<file path="src/rtl/cobt_consts.svh">
// Register offsets, field positions, reset values and codes of the object and bit timing block
`ifndef COBT_CONSTS_SVH
`define COBT_CONSTS_SVH

`define COBT_OFS_FC_CTRL 8'h00
`define COBT_OFS_FC_VALUE 8'h04
`define COBT_OFS_OBJ_SEL 8'h08
`define COBT_OFS_OBJ_CTRL 8'h0c
`define COBT_OFS_OBJ_DATA 8'h10
`define COBT_OFS_TX_STAT 8'h14
`define COBT_OFS_TX_DATA 8'h18

`define COBT_FC_CTRL_RST 5'h00
`define COBT_FC_MODE_MEASURE 2'h2
`define COBT_SEL_DOM_TO_REC 3'h1
`define COBT_SEL_TX_DOM_LOOP 3'h2
`define COBT_SEL_TX_REC_LOOP 3'h3
`define COBT_SEL_SP_TO_SYNC 3'h4

`define COBT_CTRL_CLR_LSB 0
`define COBT_CTRL_SET_LSB 16
`define COBT_TX_STAT_IDX_LSB 8

`endif

</file>
<file path="src/rtl/cobt_pkg.sv">
// Types shared by the object and bit timing block
package cobt_pkg;

    // Listed MSB first, so object_valid is bit 0
    typedef struct packed {
        logic single_transfer_mode;
        logic receive_updating_flag;
        logic transmit_request;
        logic transmit_enable_b;
        logic transmit_enable_a;
        logic receive_enable_bit;
        logic receive_pending_flag;
        logic message_lost_flag;
        logic new_data_flag;
        logic object_valid;
    } cobt_obj_ctrl_s;

    typedef struct packed {
        logic [1:0] frame_counter_mode;
        logic [2:0] frame_counter_select;
    } cobt_fc_ctrl_s;

    typedef enum logic [1:0] {
        TX_IDLE,
        TX_FILTER,
        TX_COPY,
        TX_BUSY
    } cobt_tx_state_e;

endpackage

</file>
<file path="src/rtl/cobt_obj_mem.sv">
// Message object payload store with registered read data
`timescale 1ns/10ps
module cobt_obj_mem #(
    parameter int DEPTH = 8,
    parameter int WIDTH = 32,
    localparam int AW = $clog2(DEPTH)
) (
    input wire logic clk_sys_in,
    input wire logic wr_en_in,
    input wire logic [AW-1:0] wr_addr_in,
    input wire logic [WIDTH-1:0] wr_data_in,
    input wire logic rd_en_in,
    input wire logic [AW-1:0] rd_addr_in,
    output logic [WIDTH-1:0] rd_data_out
);
    logic [WIDTH-1:0] mem_q [DEPTH];
    logic [WIDTH-1:0] rd_data_q;

    // No reset on the array; contents are undefined until written
    always_ff @(posedge clk_sys_in) begin
        if (wr_en_in) begin
            mem_q[wr_addr_in] <= wr_data_in;
        end
        if (rd_en_in) begin
            rd_data_q <= mem_q[rd_addr_in];
        end
    end

    assign rd_data_out = rd_data_q;
endmodule // cobt_obj_mem

</file>
<file path="src/rtl/cobt_top.sv">
// CAN node frame counter bit timing measurement and message object handling
// Operation
// Mode 10 selects bit timing measurement
// 001: store cycles dominant to recessive
// 010: store own dominant edge loop delay
// 011: store own recessive edge loop delay
// 100: store sample point to sync edge
// Clearing one valid flag affects only it
// All object kinds share storage rules
// Storage sets status flags, raises receive interrupt
// Transmit copy clears object new data flag
// Pending requests transmit on idle bus
// Single transfer clears valid after transfer
// Software disables via enables, not valid
// Lost winner request restarts filtering
// Setting any transmit request restarts filtering
// Rewriting set request or enable restarts filtering
// Receive updating flag held during storage
// Single transfer clears valid after rx/tx
// Filtering needs valid, request, both enables
`timescale 1ns/10ps
`include "cobt_consts.svh"
module cobt_top #(
    parameter int NUM_OBJ = 8,
    parameter int DATA_W = 32,
    parameter int CNT_W = 16,
    localparam int IDX_W = $clog2(NUM_OBJ)
) (
    input wire logic clk_sys_in,
    input wire logic reset_n_in,
    input wire logic psel_in,
    input wire logic penable_in,
    input wire logic pwrite_in,
    input wire logic [7:0] paddr_in,
    input wire logic [31:0] pwdata_in,
    output logic [31:0] prdata_out,
    output logic pready_out,
    output logic pslverr_out,
    input wire logic can_rx_in,
    input wire logic tx_bit_in,
    output logic can_tx_out,
    input wire logic sample_point_in,
    input wire logic sync_edge_in,
    input wire logic rx_store_valid_in,
    input wire logic [IDX_W-1:0] rx_store_obj_in,
    input wire logic [DATA_W-1:0] rx_store_data_in,
    input wire logic tx_active_in,
    input wire logic tx_done_in,
    output logic tx_buf_valid_out,
    output logic [IDX_W-1:0] tx_buf_obj_out,
    output logic [DATA_W-1:0] tx_buf_data_out,
    output logic obj_rx_irq_out,
    output logic [IDX_W-1:0] obj_rx_irq_idx_out
);
    generate
        if (NUM_OBJ < 2 || NUM_OBJ > 256 || DATA_W < 1 || DATA_W > 32 || CNT_W < 2 || CNT_W > 32)
        begin : g_bad_param
            $error("cobt_top: parameter out of range");
        end
    endgenerate

    localparam logic [CNT_W-1:0] CNT_ONE = CNT_W'(1);
    localparam logic [CNT_W-1:0] CNT_MAX = '1;

    function automatic logic [CNT_W-1:0] sat_inc(input logic [CNT_W-1:0] v);
        sat_inc = (v == CNT_MAX) ? v : v + CNT_ONE;
    endfunction

    // Bit timing measurement state
    logic rx_meta_q, rx_sync_q, rx_prev_q, can_tx_q;
    logic wait_dom_q, wait_dom_d, wait_rec_q, wait_rec_d;
    logic [CNT_W-1:0] cnt_dom_q, cnt_dom_d, cnt_tx_q, cnt_tx_d, cnt_sp_q, cnt_sp_d;
    logic [CNT_W-1:0] fc_value_q, fc_value_d;
    cobt_pkg::cobt_fc_ctrl_s fc_ctrl_q, fc_ctrl_d;
    logic rx_fall, rx_rise, tx_fall, tx_rise;

    always_comb begin
        rx_fall = rx_prev_q & ~rx_sync_q;
        rx_rise = ~rx_prev_q & rx_sync_q;
        tx_fall = can_tx_q & ~tx_bit_in;
        tx_rise = ~can_tx_q & tx_bit_in;
        // Counters restart at one so the stored figure equals the edge-to-edge cycles
        cnt_dom_d = rx_fall ? CNT_ONE : sat_inc(cnt_dom_q);
        cnt_tx_d = (tx_fall | tx_rise) ? CNT_ONE : sat_inc(cnt_tx_q);
        cnt_sp_d = sample_point_in ? CNT_ONE : sat_inc(cnt_sp_q);
        wait_dom_d = tx_fall | (wait_dom_q & ~rx_fall & ~tx_rise);
        wait_rec_d = tx_rise | (wait_rec_q & ~rx_rise & ~tx_fall);
        fc_value_d = fc_value_q;
        if (fc_ctrl_q.frame_counter_mode == `COBT_FC_MODE_MEASURE) begin
            unique case (fc_ctrl_q.frame_counter_select)
                `COBT_SEL_DOM_TO_REC: begin
                    if (rx_rise) fc_value_d = cnt_dom_q;
                end
                `COBT_SEL_TX_DOM_LOOP: begin
                    if (rx_fall && wait_dom_q) fc_value_d = cnt_tx_q;
                end
                `COBT_SEL_TX_REC_LOOP: begin
                    if (rx_rise && wait_rec_q) fc_value_d = cnt_tx_q;
                end
                `COBT_SEL_SP_TO_SYNC: begin
                    if (rx_fall && sync_edge_in) fc_value_d = cnt_sp_q;
                end
                default: fc_value_d = fc_value_q;
            endcase
        end
    end

    // Pin input: rx_meta_q is read only by rx_sync_q
    always_ff @(posedge clk_sys_in) begin
        rx_meta_q <= can_rx_in;
        rx_sync_q <= rx_meta_q;
        if (!reset_n_in) begin
            rx_prev_q <= 1'b1;
            can_tx_q <= 1'b1;
            wait_dom_q <= 1'b0;
            wait_rec_q <= 1'b0;
            cnt_dom_q <= '0;
            cnt_tx_q <= '0;
            cnt_sp_q <= '0;
            fc_value_q <= '0;
        end else begin
            rx_prev_q <= rx_sync_q;
            can_tx_q <= tx_bit_in;
            wait_dom_q <= wait_dom_d;
            wait_rec_q <= wait_rec_d;
            cnt_dom_q <= cnt_dom_d;
            cnt_tx_q <= cnt_tx_d;
            cnt_sp_q <= cnt_sp_d;
            fc_value_q <= fc_value_d;
        end
    end

    // Objects, storage, transmit filtering and APB
    cobt_pkg::cobt_obj_ctrl_s ctrl_q [NUM_OBJ];
    cobt_pkg::cobt_obj_ctrl_s ctrl_d [NUM_OBJ];
    cobt_pkg::cobt_tx_state_e tx_state_q, tx_state_d;
    logic [IDX_W-1:0] sel_q, sel_d, win_q, win_d, st_idx_q, st_idx_d, first_idx;
    logic [IDX_W-1:0] irq_idx_q, irq_idx_d, mem_wr_addr, mem_rd_addr;
    logic st_busy_q, st_busy_d, irq_q, irq_d, rd_pend_q, rd_pend_d;
    logic txbuf_valid_q, txbuf_valid_d, pready_q, pready_d, pslverr_q, pslverr_d;
    logic [DATA_W-1:0] txbuf_q, txbuf_d, mem_wr_data, mem_rd_data;
    logic [31:0] prdata_q, prdata_d;
    logic [NUM_OBJ-1:0] elig;
    logic any_elig, rx_ok, access, sw_ctrl_wr, retrigger, mem_wr, mem_rd;
    cobt_pkg::cobt_obj_ctrl_s clr_mask, set_mask;

    cobt_obj_mem #(
        .DEPTH(NUM_OBJ),
        .WIDTH(DATA_W)
    ) u_mem (
        .clk_sys_in(clk_sys_in),
        .wr_en_in(mem_wr),
        .wr_addr_in(mem_wr_addr),
        .wr_data_in(mem_wr_data),
        .rd_en_in(mem_rd),
        .rd_addr_in(mem_rd_addr),
        .rd_data_out(mem_rd_data)
    );

    always_comb begin
        for (int i = 0; i < NUM_OBJ; i++) begin
            elig[i] = ctrl_q[i].object_valid & ctrl_q[i].transmit_request
                    & ctrl_q[i].transmit_enable_a & ctrl_q[i].transmit_enable_b;
        end
        any_elig = |elig;
        first_idx = '0;
        for (int i = NUM_OBJ - 1; i >= 0; i--) begin
            if (elig[i]) first_idx = IDX_W'(i);
        end
        clr_mask = cobt_pkg::cobt_obj_ctrl_s'(pwdata_in[`COBT_CTRL_CLR_LSB +: 10]);
        set_mask = cobt_pkg::cobt_obj_ctrl_s'(pwdata_in[`COBT_CTRL_SET_LSB +: 10]);
        // One storage path whatever kind of object the node targets
        rx_ok = rx_store_valid_in & ctrl_q[rx_store_obj_in].object_valid
              & ctrl_q[rx_store_obj_in].receive_enable_bit;
        access = psel_in & penable_in & ~pready_q;

        pready_d = 1'b0;
        pslverr_d = 1'b0;
        prdata_d = prdata_q;
        fc_ctrl_d = fc_ctrl_q;
        sel_d = sel_q;
        rd_pend_d = rd_pend_q;
        sw_ctrl_wr = 1'b0;
        mem_wr = rx_ok;
        mem_wr_addr = rx_store_obj_in;
        mem_wr_data = rx_store_data_in;
        mem_rd = 1'b0;
        mem_rd_addr = first_idx;
        if (access && pwrite_in) begin
            pready_d = 1'b1;
            unique case (paddr_in)
                `COBT_OFS_FC_CTRL: fc_ctrl_d = cobt_pkg::cobt_fc_ctrl_s'(pwdata_in[4:0]);
                `COBT_OFS_OBJ_SEL: sel_d = pwdata_in[IDX_W-1:0];
                `COBT_OFS_OBJ_CTRL: sw_ctrl_wr = 1'b1;
                `COBT_OFS_OBJ_DATA: begin
                    // Frame storage owns the write port; software waits a cycle
                    if (rx_ok) begin
                        pready_d = 1'b0;
                    end else begin
                        mem_wr = 1'b1;
                        mem_wr_addr = sel_q;
                        mem_wr_data = pwdata_in[DATA_W-1:0];
                    end
                end
                `COBT_OFS_FC_VALUE, `COBT_OFS_TX_STAT, `COBT_OFS_TX_DATA: pready_d = 1'b1;
                default: pslverr_d = 1'b1;
            endcase
        end else if (access) begin
            pready_d = 1'b1;
            prdata_d = '0;
            unique case (paddr_in)
                `COBT_OFS_FC_CTRL: prdata_d[4:0] = fc_ctrl_q;
                `COBT_OFS_FC_VALUE: prdata_d[CNT_W-1:0] = fc_value_q;
                `COBT_OFS_OBJ_SEL: prdata_d[IDX_W-1:0] = sel_q;
                `COBT_OFS_OBJ_CTRL: prdata_d[9:0] = ctrl_q[sel_q];
                `COBT_OFS_TX_STAT: begin
                    prdata_d[0] = txbuf_valid_q;
                    prdata_d[`COBT_TX_STAT_IDX_LSB +: IDX_W] = win_q;
                end
                `COBT_OFS_TX_DATA: prdata_d[DATA_W-1:0] = txbuf_q;
                `COBT_OFS_OBJ_DATA: begin
                    if (rd_pend_q) begin
                        prdata_d[DATA_W-1:0] = mem_rd_data;
                        rd_pend_d = 1'b0;
                    end else begin
                        pready_d = 1'b0;
                        prdata_d = prdata_q;
                        if (tx_state_q != cobt_pkg::TX_FILTER) begin
                            mem_rd = 1'b1;
                            mem_rd_addr = sel_q;
                            rd_pend_d = 1'b1;
                        end
                    end
                end
                default: pslverr_d = 1'b1;
            endcase
        end

        // Writing a one to request or either enable, set or not, restarts filtering
        retrigger = sw_ctrl_wr & (set_mask.transmit_request | set_mask.transmit_enable_a
                  | set_mask.transmit_enable_b);

        // Software updates touch only the selected object; set wins over clear
        for (int i = 0; i < NUM_OBJ; i++) begin
            ctrl_d[i] = ctrl_q[i];
            if (sw_ctrl_wr && sel_q == IDX_W'(i)) begin
                ctrl_d[i] = (ctrl_q[i] & ~clr_mask) | set_mask;
                ctrl_d[i].receive_updating_flag = ctrl_q[i].receive_updating_flag;
            end
        end

        tx_state_d = tx_state_q;
        win_d = win_q;
        txbuf_d = txbuf_q;
        txbuf_valid_d = txbuf_valid_q;
        unique case (tx_state_q)
            cobt_pkg::TX_IDLE: begin
                if (any_elig) tx_state_d = cobt_pkg::TX_FILTER;
            end
            cobt_pkg::TX_FILTER: begin
                if (any_elig) begin
                    win_d = first_idx;
                    mem_rd = 1'b1;
                    mem_rd_addr = first_idx;
                    tx_state_d = cobt_pkg::TX_COPY;
                end else begin
                    tx_state_d = cobt_pkg::TX_IDLE;
                end
            end
            cobt_pkg::TX_COPY: begin
                // The winner's own flags and retrigger decide; a write setting request or an enable on any selected object aborts the copy
                if (elig[win_q] && !retrigger) begin
                    txbuf_d = mem_rd_data;
                    txbuf_valid_d = 1'b1;
                    ctrl_d[win_q].new_data_flag = 1'b0;
                    tx_state_d = cobt_pkg::TX_BUSY;
                end else begin
                    tx_state_d = cobt_pkg::TX_FILTER;
                end
            end
            cobt_pkg::TX_BUSY: begin
                if (tx_done_in) begin
                    txbuf_valid_d = 1'b0;
                    ctrl_d[win_q].transmit_request = 1'b0;
                    if (ctrl_q[win_q].single_transfer_mode) begin
                        ctrl_d[win_q].object_valid = 1'b0;
                    end
                    tx_state_d = cobt_pkg::TX_IDLE;
                end else if (!tx_active_in && (!elig[win_q] || retrigger)) begin
                    txbuf_valid_d = 1'b0;
                    tx_state_d = cobt_pkg::TX_FILTER;
                end
            end
        endcase

        // Two-cycle storage: flag up while writing, status on completion
        st_busy_d = rx_ok;
        st_idx_d = rx_store_obj_in;
        irq_d = st_busy_q;
        irq_idx_d = st_idx_q;
        if (rx_ok) begin
            ctrl_d[rx_store_obj_in].receive_updating_flag = 1'b1;
        end
        if (st_busy_q) begin
            ctrl_d[st_idx_q].receive_updating_flag = 1'b0;
            ctrl_d[st_idx_q].message_lost_flag = ctrl_q[st_idx_q].new_data_flag
                | ctrl_d[st_idx_q].message_lost_flag;
            ctrl_d[st_idx_q].new_data_flag = 1'b1;
            ctrl_d[st_idx_q].receive_pending_flag = 1'b1;
            if (ctrl_q[st_idx_q].single_transfer_mode) begin
                ctrl_d[st_idx_q].object_valid = 1'b0;
            end
        end
    end

    always_ff @(posedge clk_sys_in) begin
        if (!reset_n_in) begin
            for (int i = 0; i < NUM_OBJ; i++) ctrl_q[i] <= '0;
            fc_ctrl_q <= `COBT_FC_CTRL_RST;
            tx_state_q <= cobt_pkg::TX_IDLE;
            sel_q <= '0;
            win_q <= '0;
            st_idx_q <= '0;
            irq_idx_q <= '0;
            st_busy_q <= 1'b0;
            irq_q <= 1'b0;
            rd_pend_q <= 1'b0;
            txbuf_valid_q <= 1'b0;
            txbuf_q <= '0;
            pready_q <= 1'b0;
            pslverr_q <= 1'b0;
            prdata_q <= '0;
        end else begin
            for (int i = 0; i < NUM_OBJ; i++) ctrl_q[i] <= ctrl_d[i];
            fc_ctrl_q <= fc_ctrl_d;
            tx_state_q <= tx_state_d;
            sel_q <= sel_d;
            win_q <= win_d;
            st_idx_q <= st_idx_d;
            irq_idx_q <= irq_idx_d;
            st_busy_q <= st_busy_d;
            irq_q <= irq_d;
            rd_pend_q <= rd_pend_d;
            txbuf_valid_q <= txbuf_valid_d;
            txbuf_q <= txbuf_d;
            pready_q <= pready_d;
            pslverr_q <= pslverr_d;
            prdata_q <= prdata_d;
        end
    end

    assign prdata_out = prdata_q;
    assign pready_out = pready_q;
    assign pslverr_out = pslverr_q;
    assign can_tx_out = can_tx_q;
    assign tx_buf_valid_out = txbuf_valid_q;
    assign tx_buf_obj_out = win_q;
    assign tx_buf_data_out = txbuf_q;
    assign obj_rx_irq_out = irq_q;
    assign obj_rx_irq_idx_out = irq_idx_q;
endmodule // cobt_top

</file>
<file path="config.mk">
export PLATFORM = sky130hd
export DESIGN_NAME = cobt_top
export DESIGN_NICKNAME = d
export VERILOG_FILES = /design/src/rtl/cobt_pkg.sv /design/src/rtl/cobt_obj_mem.sv /design/src/rtl/cobt_top.sv
export VERILOG_INCLUDE_DIRS = /design/src /design/src/rtl
export SDC_FILE = /design/constraint.sdc
export NUM_CORES = 1
export LEC_CHECK = 0
export ABC_AREA = 1
export CORE_UTILIZATION = 49
export DETAILED_ROUTE_END_ITERATION = 10
export DONT_BUFFER_PORTS = 1
export PLACE_DENSITY = 0.75
export SETUP_SLACK_MARGIN = 0.05
export SYNTH_ARGS = -nofsm -noshare
export SYNTH_HDL_FRONTEND = slang
export SYNTH_SLANG_ARGS = --single-unit
</file>
<file path="constraint.sdc">
create_clock -name clk_sys_in -period 8.91 [get_ports clk_sys_in]
set_clock_uncertainty 0.1 [all_clocks]
set_input_delay 1.782 -clock clk_sys_in [delete_from_list [all_inputs] [get_ports clk_sys_in]]
set_output_delay 1.782 -clock clk_sys_in [all_outputs]
set_load 0.1 [all_outputs]
</file>
## After elaboration in Yosys (flattened, before gate mapping)

Memories as Yosys holds them, arrays and structs flattened. A register that Yosys moved wholly into a read port is not among the register bits.
Index checks and enable logic that the tools add are counted.

| cells by class | value |
|---|---|
| eq/ne operators | 36 |
| order comparisons | 7 |
| add/subtract/negate cells | 3 |
| reduce and logical (&&, ||, !) cells | 40 |
| bitwise logic cells | 82 |
| multiplexer cells | 135 |

Operators with widths:

| cell | count |
|---|---|
| bitwise mux 80 bit | 9 |
| 2-to-1 mux 80 bit | 6 |
| demux 10 bit (select 3 bit) | 9 |
| 2-to-1 mux 10 bit | 16 |
| case mux 80 bit (2 select lines) | 1 |
| 2-to-1 mux 32 bit | 4 |
| AND 10 bit | 8 |
| bitwise OR 10 bit | 8 |
| 2-to-1 mux 3 bit | 26 |
| 2-to-1 mux 16 bit | 4 |
| case mux 16 bit (4 select lines) | 1 |
| adder 16 x 1 -> 16 bit, second input constant | 3 |
| equality test 16 bit, second input constant | 3 |
| AND 1 bit | 37 |
| 2-to-1 mux 1 bit | 36 |
| case mux 16 bit (2 select lines) | 1 |
| binary-select mux 10 bit (select 3 bit) | 1 |
| equality test 8 x 5 -> 1 bit, second input constant | 3 |
| != test 2 bit, second input constant | 10 |
| case mux 2 bit (5 select lines) | 2 |
| 2-to-1 mux 9 bit | 2 |
| logical AND 1 bit | 17 |
| equality test 8 x 4 -> 1 bit, second input constant | 2 |
| equality test 3 bit, second input constant | 5 |
| 38 further kinds | 89 |

| word-level totals | value |
|---|---|
| memories | 2 |
| register bits | 159 |
| memory bits (writable) | 336 |
| word-level logic and storage cells | 333 |

Memories:

| name | words | bits a word | rd ports | clocked after Yosys merged registers in | write ports | line | source |
|---|---|---|---|---|---|---|---|
| u_mem.mem_q | 8 | 32 | 1 | 1 | 1 | cobt_obj_mem.sv:16 | `logic [WIDTH-1:0] mem_q [DEPTH];` |
| ctrl_q | 8 | 10 | 12 | 3 | 8 | cobt_top.sv:134 | `cobt_pkg::cobt_obj_ctrl_s ctrl_q [NUM_OBJ];` |

## Longest topological paths before layout

| depth | value |
|---|---|
| depth after elaboration | 25 |
| depth in mapped cells | 18 |
| depth with buffers taken out | 16 |

## Modules after synthesis

From an unflattened synthesis, not the netlist that was laid out.

| second synthesis, totals | value |
|---|---|
| cell total of the unflattened synthesis | 3051 |
| area, all modules | 24887.6 um2 |

Modules (own cells, without submodules):

| module | area each (um2) | sequential area each (um2) | times used | cells an instance |
|---|---|---|---|---|
| cobt_top | 12694.7 | 4904.7 | 1 | 1895 |
| cobt_obj_mem | 12192.9 | 8648.3 | 1 | 1156 |

## Least setup slack after synthesis

OpenSTA, ideal clock, no wires.

| timing | value |
|---|---|
| path kind | input-to-reg |
| from | in penable_in |
| to | mem u_mem.mem_q[2][0], enable pin |
| data required time | 8.389 ns |
| arrival time | 4.376 ns |
| buffers on the path | 2 |
| slack | 4.013 ns |
| stages | 12 |
| cells stage by stage | inv_1 nor2_1 nand2_1 nor2_1 buf_4 inv_1 nor2_1 buf_2 nand3_1 nand2_1 nand2_1 nor2_1 |

| between the ends | value |
|---|---|
| cells in the longest elaborated chain, start to end | 6 |
| elaborated cells between the ends (all ways) | 7 |
| those cells by class | 4 x mux; 2 x bitwise; 1 x reduce/logical |

Ends and longest elaborated chain:

| element | line | source |
|---|---|---|
| start: declaration | cobt_top.sv:32 | `input wire logic penable_in,` |
| AND 1 bit (*) (2 in a row) | cobt_top.sv:175 | `access = psel_in & penable_in & ~pready_q;` |
| logical AND 1 bit (*) | cobt_top.sv:189 | `if (access && pwrite_in) begin` |
| 2-to-1 mux 1 bit | cobt_top.sv:189 |  |
| 2-to-1 mux 1 bit | cobt_obj_mem.sv:21 | `if (wr_en_in) begin` |
| 2-to-1 mux 1 bit (implied by the code) | cobt_obj_mem.sv:22 | `mem_q[wr_addr_in] <= wr_data_in;` |
| end: declaration | cobt_obj_mem.sv:16 |  |

Mark *: on every way between the ends. The rest lies on a longest branch, timed or not.

## Worst setup path after layout

| timing | value |
|---|---|
| from | in paddr_in[0] |
| to | mem u_mem.mem_q[6][12], enable pin |

| between the ends | value |
|---|---|
| cells in the longest elaborated chain, start to end | 5 |
| elaborated cells between the ends (all ways) | 7 |
| those cells by class | 1 x eq/ne; 6 x mux |

Ends and longest elaborated chain:

| element | line | source |
|---|---|---|
| start: declaration | cobt_top.sv:34 | `input wire logic [7:0] paddr_in,` |
| equality test 8 x 5 -> 1 bit (*) | cobt_top.sv:191 | `unique case (paddr_in)` |
| 2-to-1 mux 1 bit | cobt_top.sv:191 |  |
| 2-to-1 mux 1 bit | cobt_top.sv:189 |  |
| 2-to-1 mux 1 bit | cobt_obj_mem.sv:21 |  |
| 2-to-1 mux 1 bit (implied by the code) | cobt_obj_mem.sv:22 |  |

Marks and branches as above.

==> reports/qor.log <==
[cts] number of sinks handled by clock tree synthesis 533
[detailed_routing] number of vias in the routed layout 20810
[power] internal cell power 4.012 mW
[detailed_routing] Total Wirelength 70720 um
[yosys] basic-gate share of the synthesized area counting and, or, nand and nor cells 21.16%
[cts] cells resized by post-CTS repair 0
[die] initial cell density of the core 49.77%
[cts] number of levels in the clock H-tree 2
[yosys] Syn Std Cell Area 25020 um^2
[yosys] fraction of synthesized cell area taken by the top area cell type 34.56%
[timing] RSZ-0062 raised after global routing false
[yosys] Synth Instances 3061
[global_route] GRT overflow 0
[yosys] portion of netlist area occupied by mux cells 0%
[layout] commonest non-fill, non-tap cell in the layout sky130_fd_sc_hd__nand2_1
[detailed_routing] DR DRC count 0
[detailed_routing] Vias/cell 5.621
[timing] maximum operating frequency 186.7 MHz
[yosys] synthesized-area fraction occupied by adder cells 0.2500%
[timing] fin. max-slew vios 0
[power] Sw Pwr 1.115 mW
[status] result of the run finished, final reports clean
[yosys] Synth Area in XOR/XNOR 0.3850%
[detailed_routing] detailed router's first-iteration violation count 2559
[layout] Final #Nets 3073
[setup_path] kind of cell adding the most delay to the critical path simple AND/OR/NAND/NOR gates
[layout] commonest cells after routing, fill and taps aside 585 x sky130_fd_sc_hd__nand2_1, 518 x sky130_fd_sc_hd__inv_1, 380 x sky130_fd_sc_hd__nand3_1
[setup_path] RR Startpoint pready_out$_SDFF_PN0_
[setup_path] arrival time at the worst endpoint 5.48 ns
[yosys] Yosys warning count 0
[place] weighted congestion at the end of routability-driven global placement 0.9469
[power] IR Drop Worst-Case VDD 0.1660 mV
[setup_path] Critical path destination u_mem.mem_q[6][12]$_DFFE_PP_
[yosys] largest family of logic cells by synthesized area simple AND/OR/NAND/NOR gates
[detailed_routing] average wire per standard cell 19.10 um
[power] combinational power share 1.9%
[cts] count of buffers added by post-CTS timing repair for setup 0
[timing] final hold violation count 0
[yosys] dominant register cell in the synthesized netlist sky130_fd_sc_hd__edfxtp_1
[power] Leak 11.23 nW
[detailed_routing] Detailed Routing Iterations Pass 1 6
[yosys] total of flip-flops plus latches after synthesis 533
[yosys] synthesized area per cell 8.174 um^2
[setup_path] Worst EP required 9.04 ns
[die] placement row count 82
[timing] setup-violating endpoint count in the final report 0
[setup_path] critical path cell sequence inv_1 > nand2_1 > nor2_1 > nand2_2 > nor2_8 > inv_1 > nor2_2 > buf_4 > nand2_2 > nand2_1 > nand3_1 > nor2_4
[yosys] synth unique cells 51
[run] max-cap violations 0
[place] count of buffers inserted at the top-level ports 0
[global_route] largest net degree at the start of global routing 115
[yosys] cell types occupying the most area after synthesis sky130_fd_sc_hd__edfxtp_1 35%, sky130_fd_sc_hd__dfxtp_1 20%, sky130_fd_sc_hd__nand2_1 8.8%, sky130_fd_sc_hd__inv_1 7.8%, sky130_fd_sc_hd__nand3_1 7.6%
[layout] Layout Area Growth over Synthesis 8.901%
[setup_path] Critical Path Stages 12
[setup_path] worst setup path startpoint paddr_in[0]
[power] clock group share of total power 46.3%
[setup_path] Critical Path Sink Type register
[die] area of the core 50270 um^2
[cts] clock slew at reported path FFs 0.06 ns
[setup_path] setup slack of the most critical reg-to-reg path 4.31 ns
[cts] number of buffers between clock root and the deepest sink 3
[die] Die Span X 228.0 um
[timing] Sum Neg Setup Slack 0 ns
[timing] relative slew slack 16.41%
[setup_path] cells on worst reg2reg path 11
[setup_path] largest fanout of any net on the critical path 43
[setup_path] kind of critical path in -> reg
[setup_path] count of buffering cells on the critical path with inverters included 3
[detailed_routing] antenna violation net count after detailed routing 0
[setup_path] startpoint class of the critical path primary input
[cts] clock latency at the later pin of the worst-skew pair 0.62 ns
[yosys] compound-cell area share of the yosys netlist 13.08%
[global_route] wire length of the first global-routing pass 110000 um
[setup_path] r2r endpoint u_mem.mem_q[6][12]$_DFFE_PP_
[cts] Clk Tree Root Cell sky130_fd_sc_hd__clkbuf_16
[die] io pins 162
[global_route] antenna violations before repair 5
[power] power share of the sequential group 51.8%
[place] detailed placer's ending HPWL 46330 um
[yosys] portion of the post-synthesis area used by sequential elements 54.17%
[global_route] via count of the first global-routing pass 19310
[yosys] cell taking the most area after synthesis sky130_fd_sc_hd__edfxtp_1
[setup_path] longest individual stage delay on the worst path 1.05 ns
[layout] ratio of cells with drive above 1 in the final layout 4.826%
[cts] CTS Hold Buffers Added 0
[timing] Worst Hold Margin 0.2287 ns
[die] Die H 228.0 um
[yosys] Async S/R FF share, synth 0%
[die] floorplan die area 51970 um^2
[global_route] Global Route Usage Sum 26.88%
[timing] Tmin final 5.357 ns
[timing] transition time of the tightest slew-check pin 1.251 ns
[layout] FILL cells 4538
[timing] part of the cycle the worst path needs 60.12%
[cts] clock tree from TritonCTS yes
[power] Cell Pwr Density 188.1 nW/um^2
[power] Net Sw Frac 21.75%
[setup_path] cell at the slowest stage of the critical path sky130_fd_sc_hd__nor2_4
[min_path] class of the worst hold path reg -> reg
[yosys] Post-Syn Nets 3153
[cts] cts bufs inserted 56
[yosys] count of flip-flops with a built-in enable after synthesis 288
==> per-stage QoR <==
stage	cells	setup slack [ns]	utilization (%)	power, mW	cell area (um^2)
global route	3701	3.190	54.20	5.251	27250
detailed placement	3595	2.900	50.48	2.803	25380
global placement	3595	3.072	50.48	2.802	25380
floorplan	3061	4.013	-	2.780	25020
finish	3702	3.553	54.20	5.127	27250
CTS	3697	3.545	54.18	5.147	27240
==> registers in the layout (all words and copies together), names as in the netlist, 2 cells and up, named ones only <==
signal              count
prdata_out             32
fc_ctrl_q               5
fc_value_q             16
u_mem.rd_data_out      32
sel_q                   3
ctrl_q                 80
cnt_sp_q               16
tx_buf_data_out        32
irq_idx_d               3
u_mem.mem_q           256
obj_rx_irq_idx_out      3
cnt_tx_q               16
cnt_dom_q              16
tx_buf_obj_out          3
tx_state_q              2
==> cell usage after synthesis, types with 5 or more instances <==
cell type	instances
sky130_fd_sc_hd__xor2_1	9
sky130_fd_sc_hd__a211oi_1	30
sky130_fd_sc_hd__nand4_1	21
sky130_fd_sc_hd__buf_2	76
sky130_fd_sc_hd__ha_1	5
sky130_fd_sc_hd__nand3_1	382
sky130_fd_sc_hd__a22oi_1	16
sky130_fd_sc_hd__nand2_2	5
sky130_fd_sc_hd__a21oi_1	259
sky130_fd_sc_hd__clkbuf_1	66
sky130_fd_sc_hd__o21ai_0	209
sky130_fd_sc_hd__o21ai_1	5
sky130_fd_sc_hd__inv_2	6
sky130_fd_sc_hd__buf_4	16
sky130_fd_sc_hd__a31oi_1	11
sky130_fd_sc_hd__inv_1	518
sky130_fd_sc_hd__o22ai_1	24
sky130_fd_sc_hd__nor2_1	181
sky130_fd_sc_hd__edfxtp_1	288
sky130_fd_sc_hd__dfxtp_1	245
sky130_fd_sc_hd__nand2_1	586
sky130_fd_sc_hd__o211ai_1	14
sky130_fd_sc_hd__nor3_1	32
==> power groups by stage <==
stage / registers [mW] / clock network [mW] / logic, mW
final: 2.65 / 2.37 / 0.0990
after global routing: 2.65 / 2.49 / 0.109
after CTS: 2.65 / 2.40 / 0.0977
after detailed placement: 2.71 / 0 / 0.0972
after global placement: 2.71 / 0 / 0.0959
after floorplan: 2.70 / 0 / 0.0788
==> routing by layer <==
metal,routed length (um),vias to the layer above,global-route usage (%)
li1,-,9953,-
met1,29110,9603,36.17
met2,31490,1077,42.03
met3,7490,175,6.200
met4,2633,0,10.53
met5,0,-,0
==> worst reg2reg max path: cells and delay by family, from the launching register on <==
family                 cells  cell delay [ns]
and+or+nand+nor            8             2.80
DFF                        1             0.64
buffers and inverters      3             0.66
==> cells by family (layout without fill, tap and decap cells) <==
family / after synthesis / in the layout
compound gates: 596 / 596
xor+xnor: 11 / 11
fa+ha+maj: 5 / 5
buf+inv: 689 / 653
flops: 533 / 533
other cells: 0 / 5
simple gates: 1227 / 1227
==> cell type report <==
class | count | area [um^2] | share of cell area (%)
clock inverters | 30 | 357.8 | 1.313
clock buffers | 72 | 1501 | 5.510
inverters | 528 | 1983 | 7.278
flip-flops and latches | 533 | 13550 | 49.74
repair buffers | 23 | 172.7 | 0.6337
diodes | 5 | 12.51 | 0.04592
multi-input cells | 1839 | 8827 | 32.40
well taps | 672 | 840.8 | 3.086
==> how the worst min path moves through the flow <==
| stage | start | to | slack, ns | depth (start not counted) |
|---|---|---|---|---|
| finish | rx_meta_q$_DFF_P_ | rx_sync_q$_DFF_P_ | 0.23 | 0 |
| global route | rx_meta_q$_DFF_P_ | rx_sync_q$_DFF_P_ | 0.23 | 0 |
| floorplan | rx_meta_q$_DFF_P_ | rx_sync_q$_DFF_P_ | 0.21 | 0 |
| detailed placement | rx_meta_q$_DFF_P_ | rx_sync_q$_DFF_P_ | 0.22 | 0 |
| global placement | rx_meta_q$_DFF_P_ | rx_sync_q$_DFF_P_ | 0.22 | 0 |
| CTS | rx_meta_q$_DFF_P_ | rx_sync_q$_DFF_P_ | 0.23 | 0 |
(Power assumes the default switching activity.)
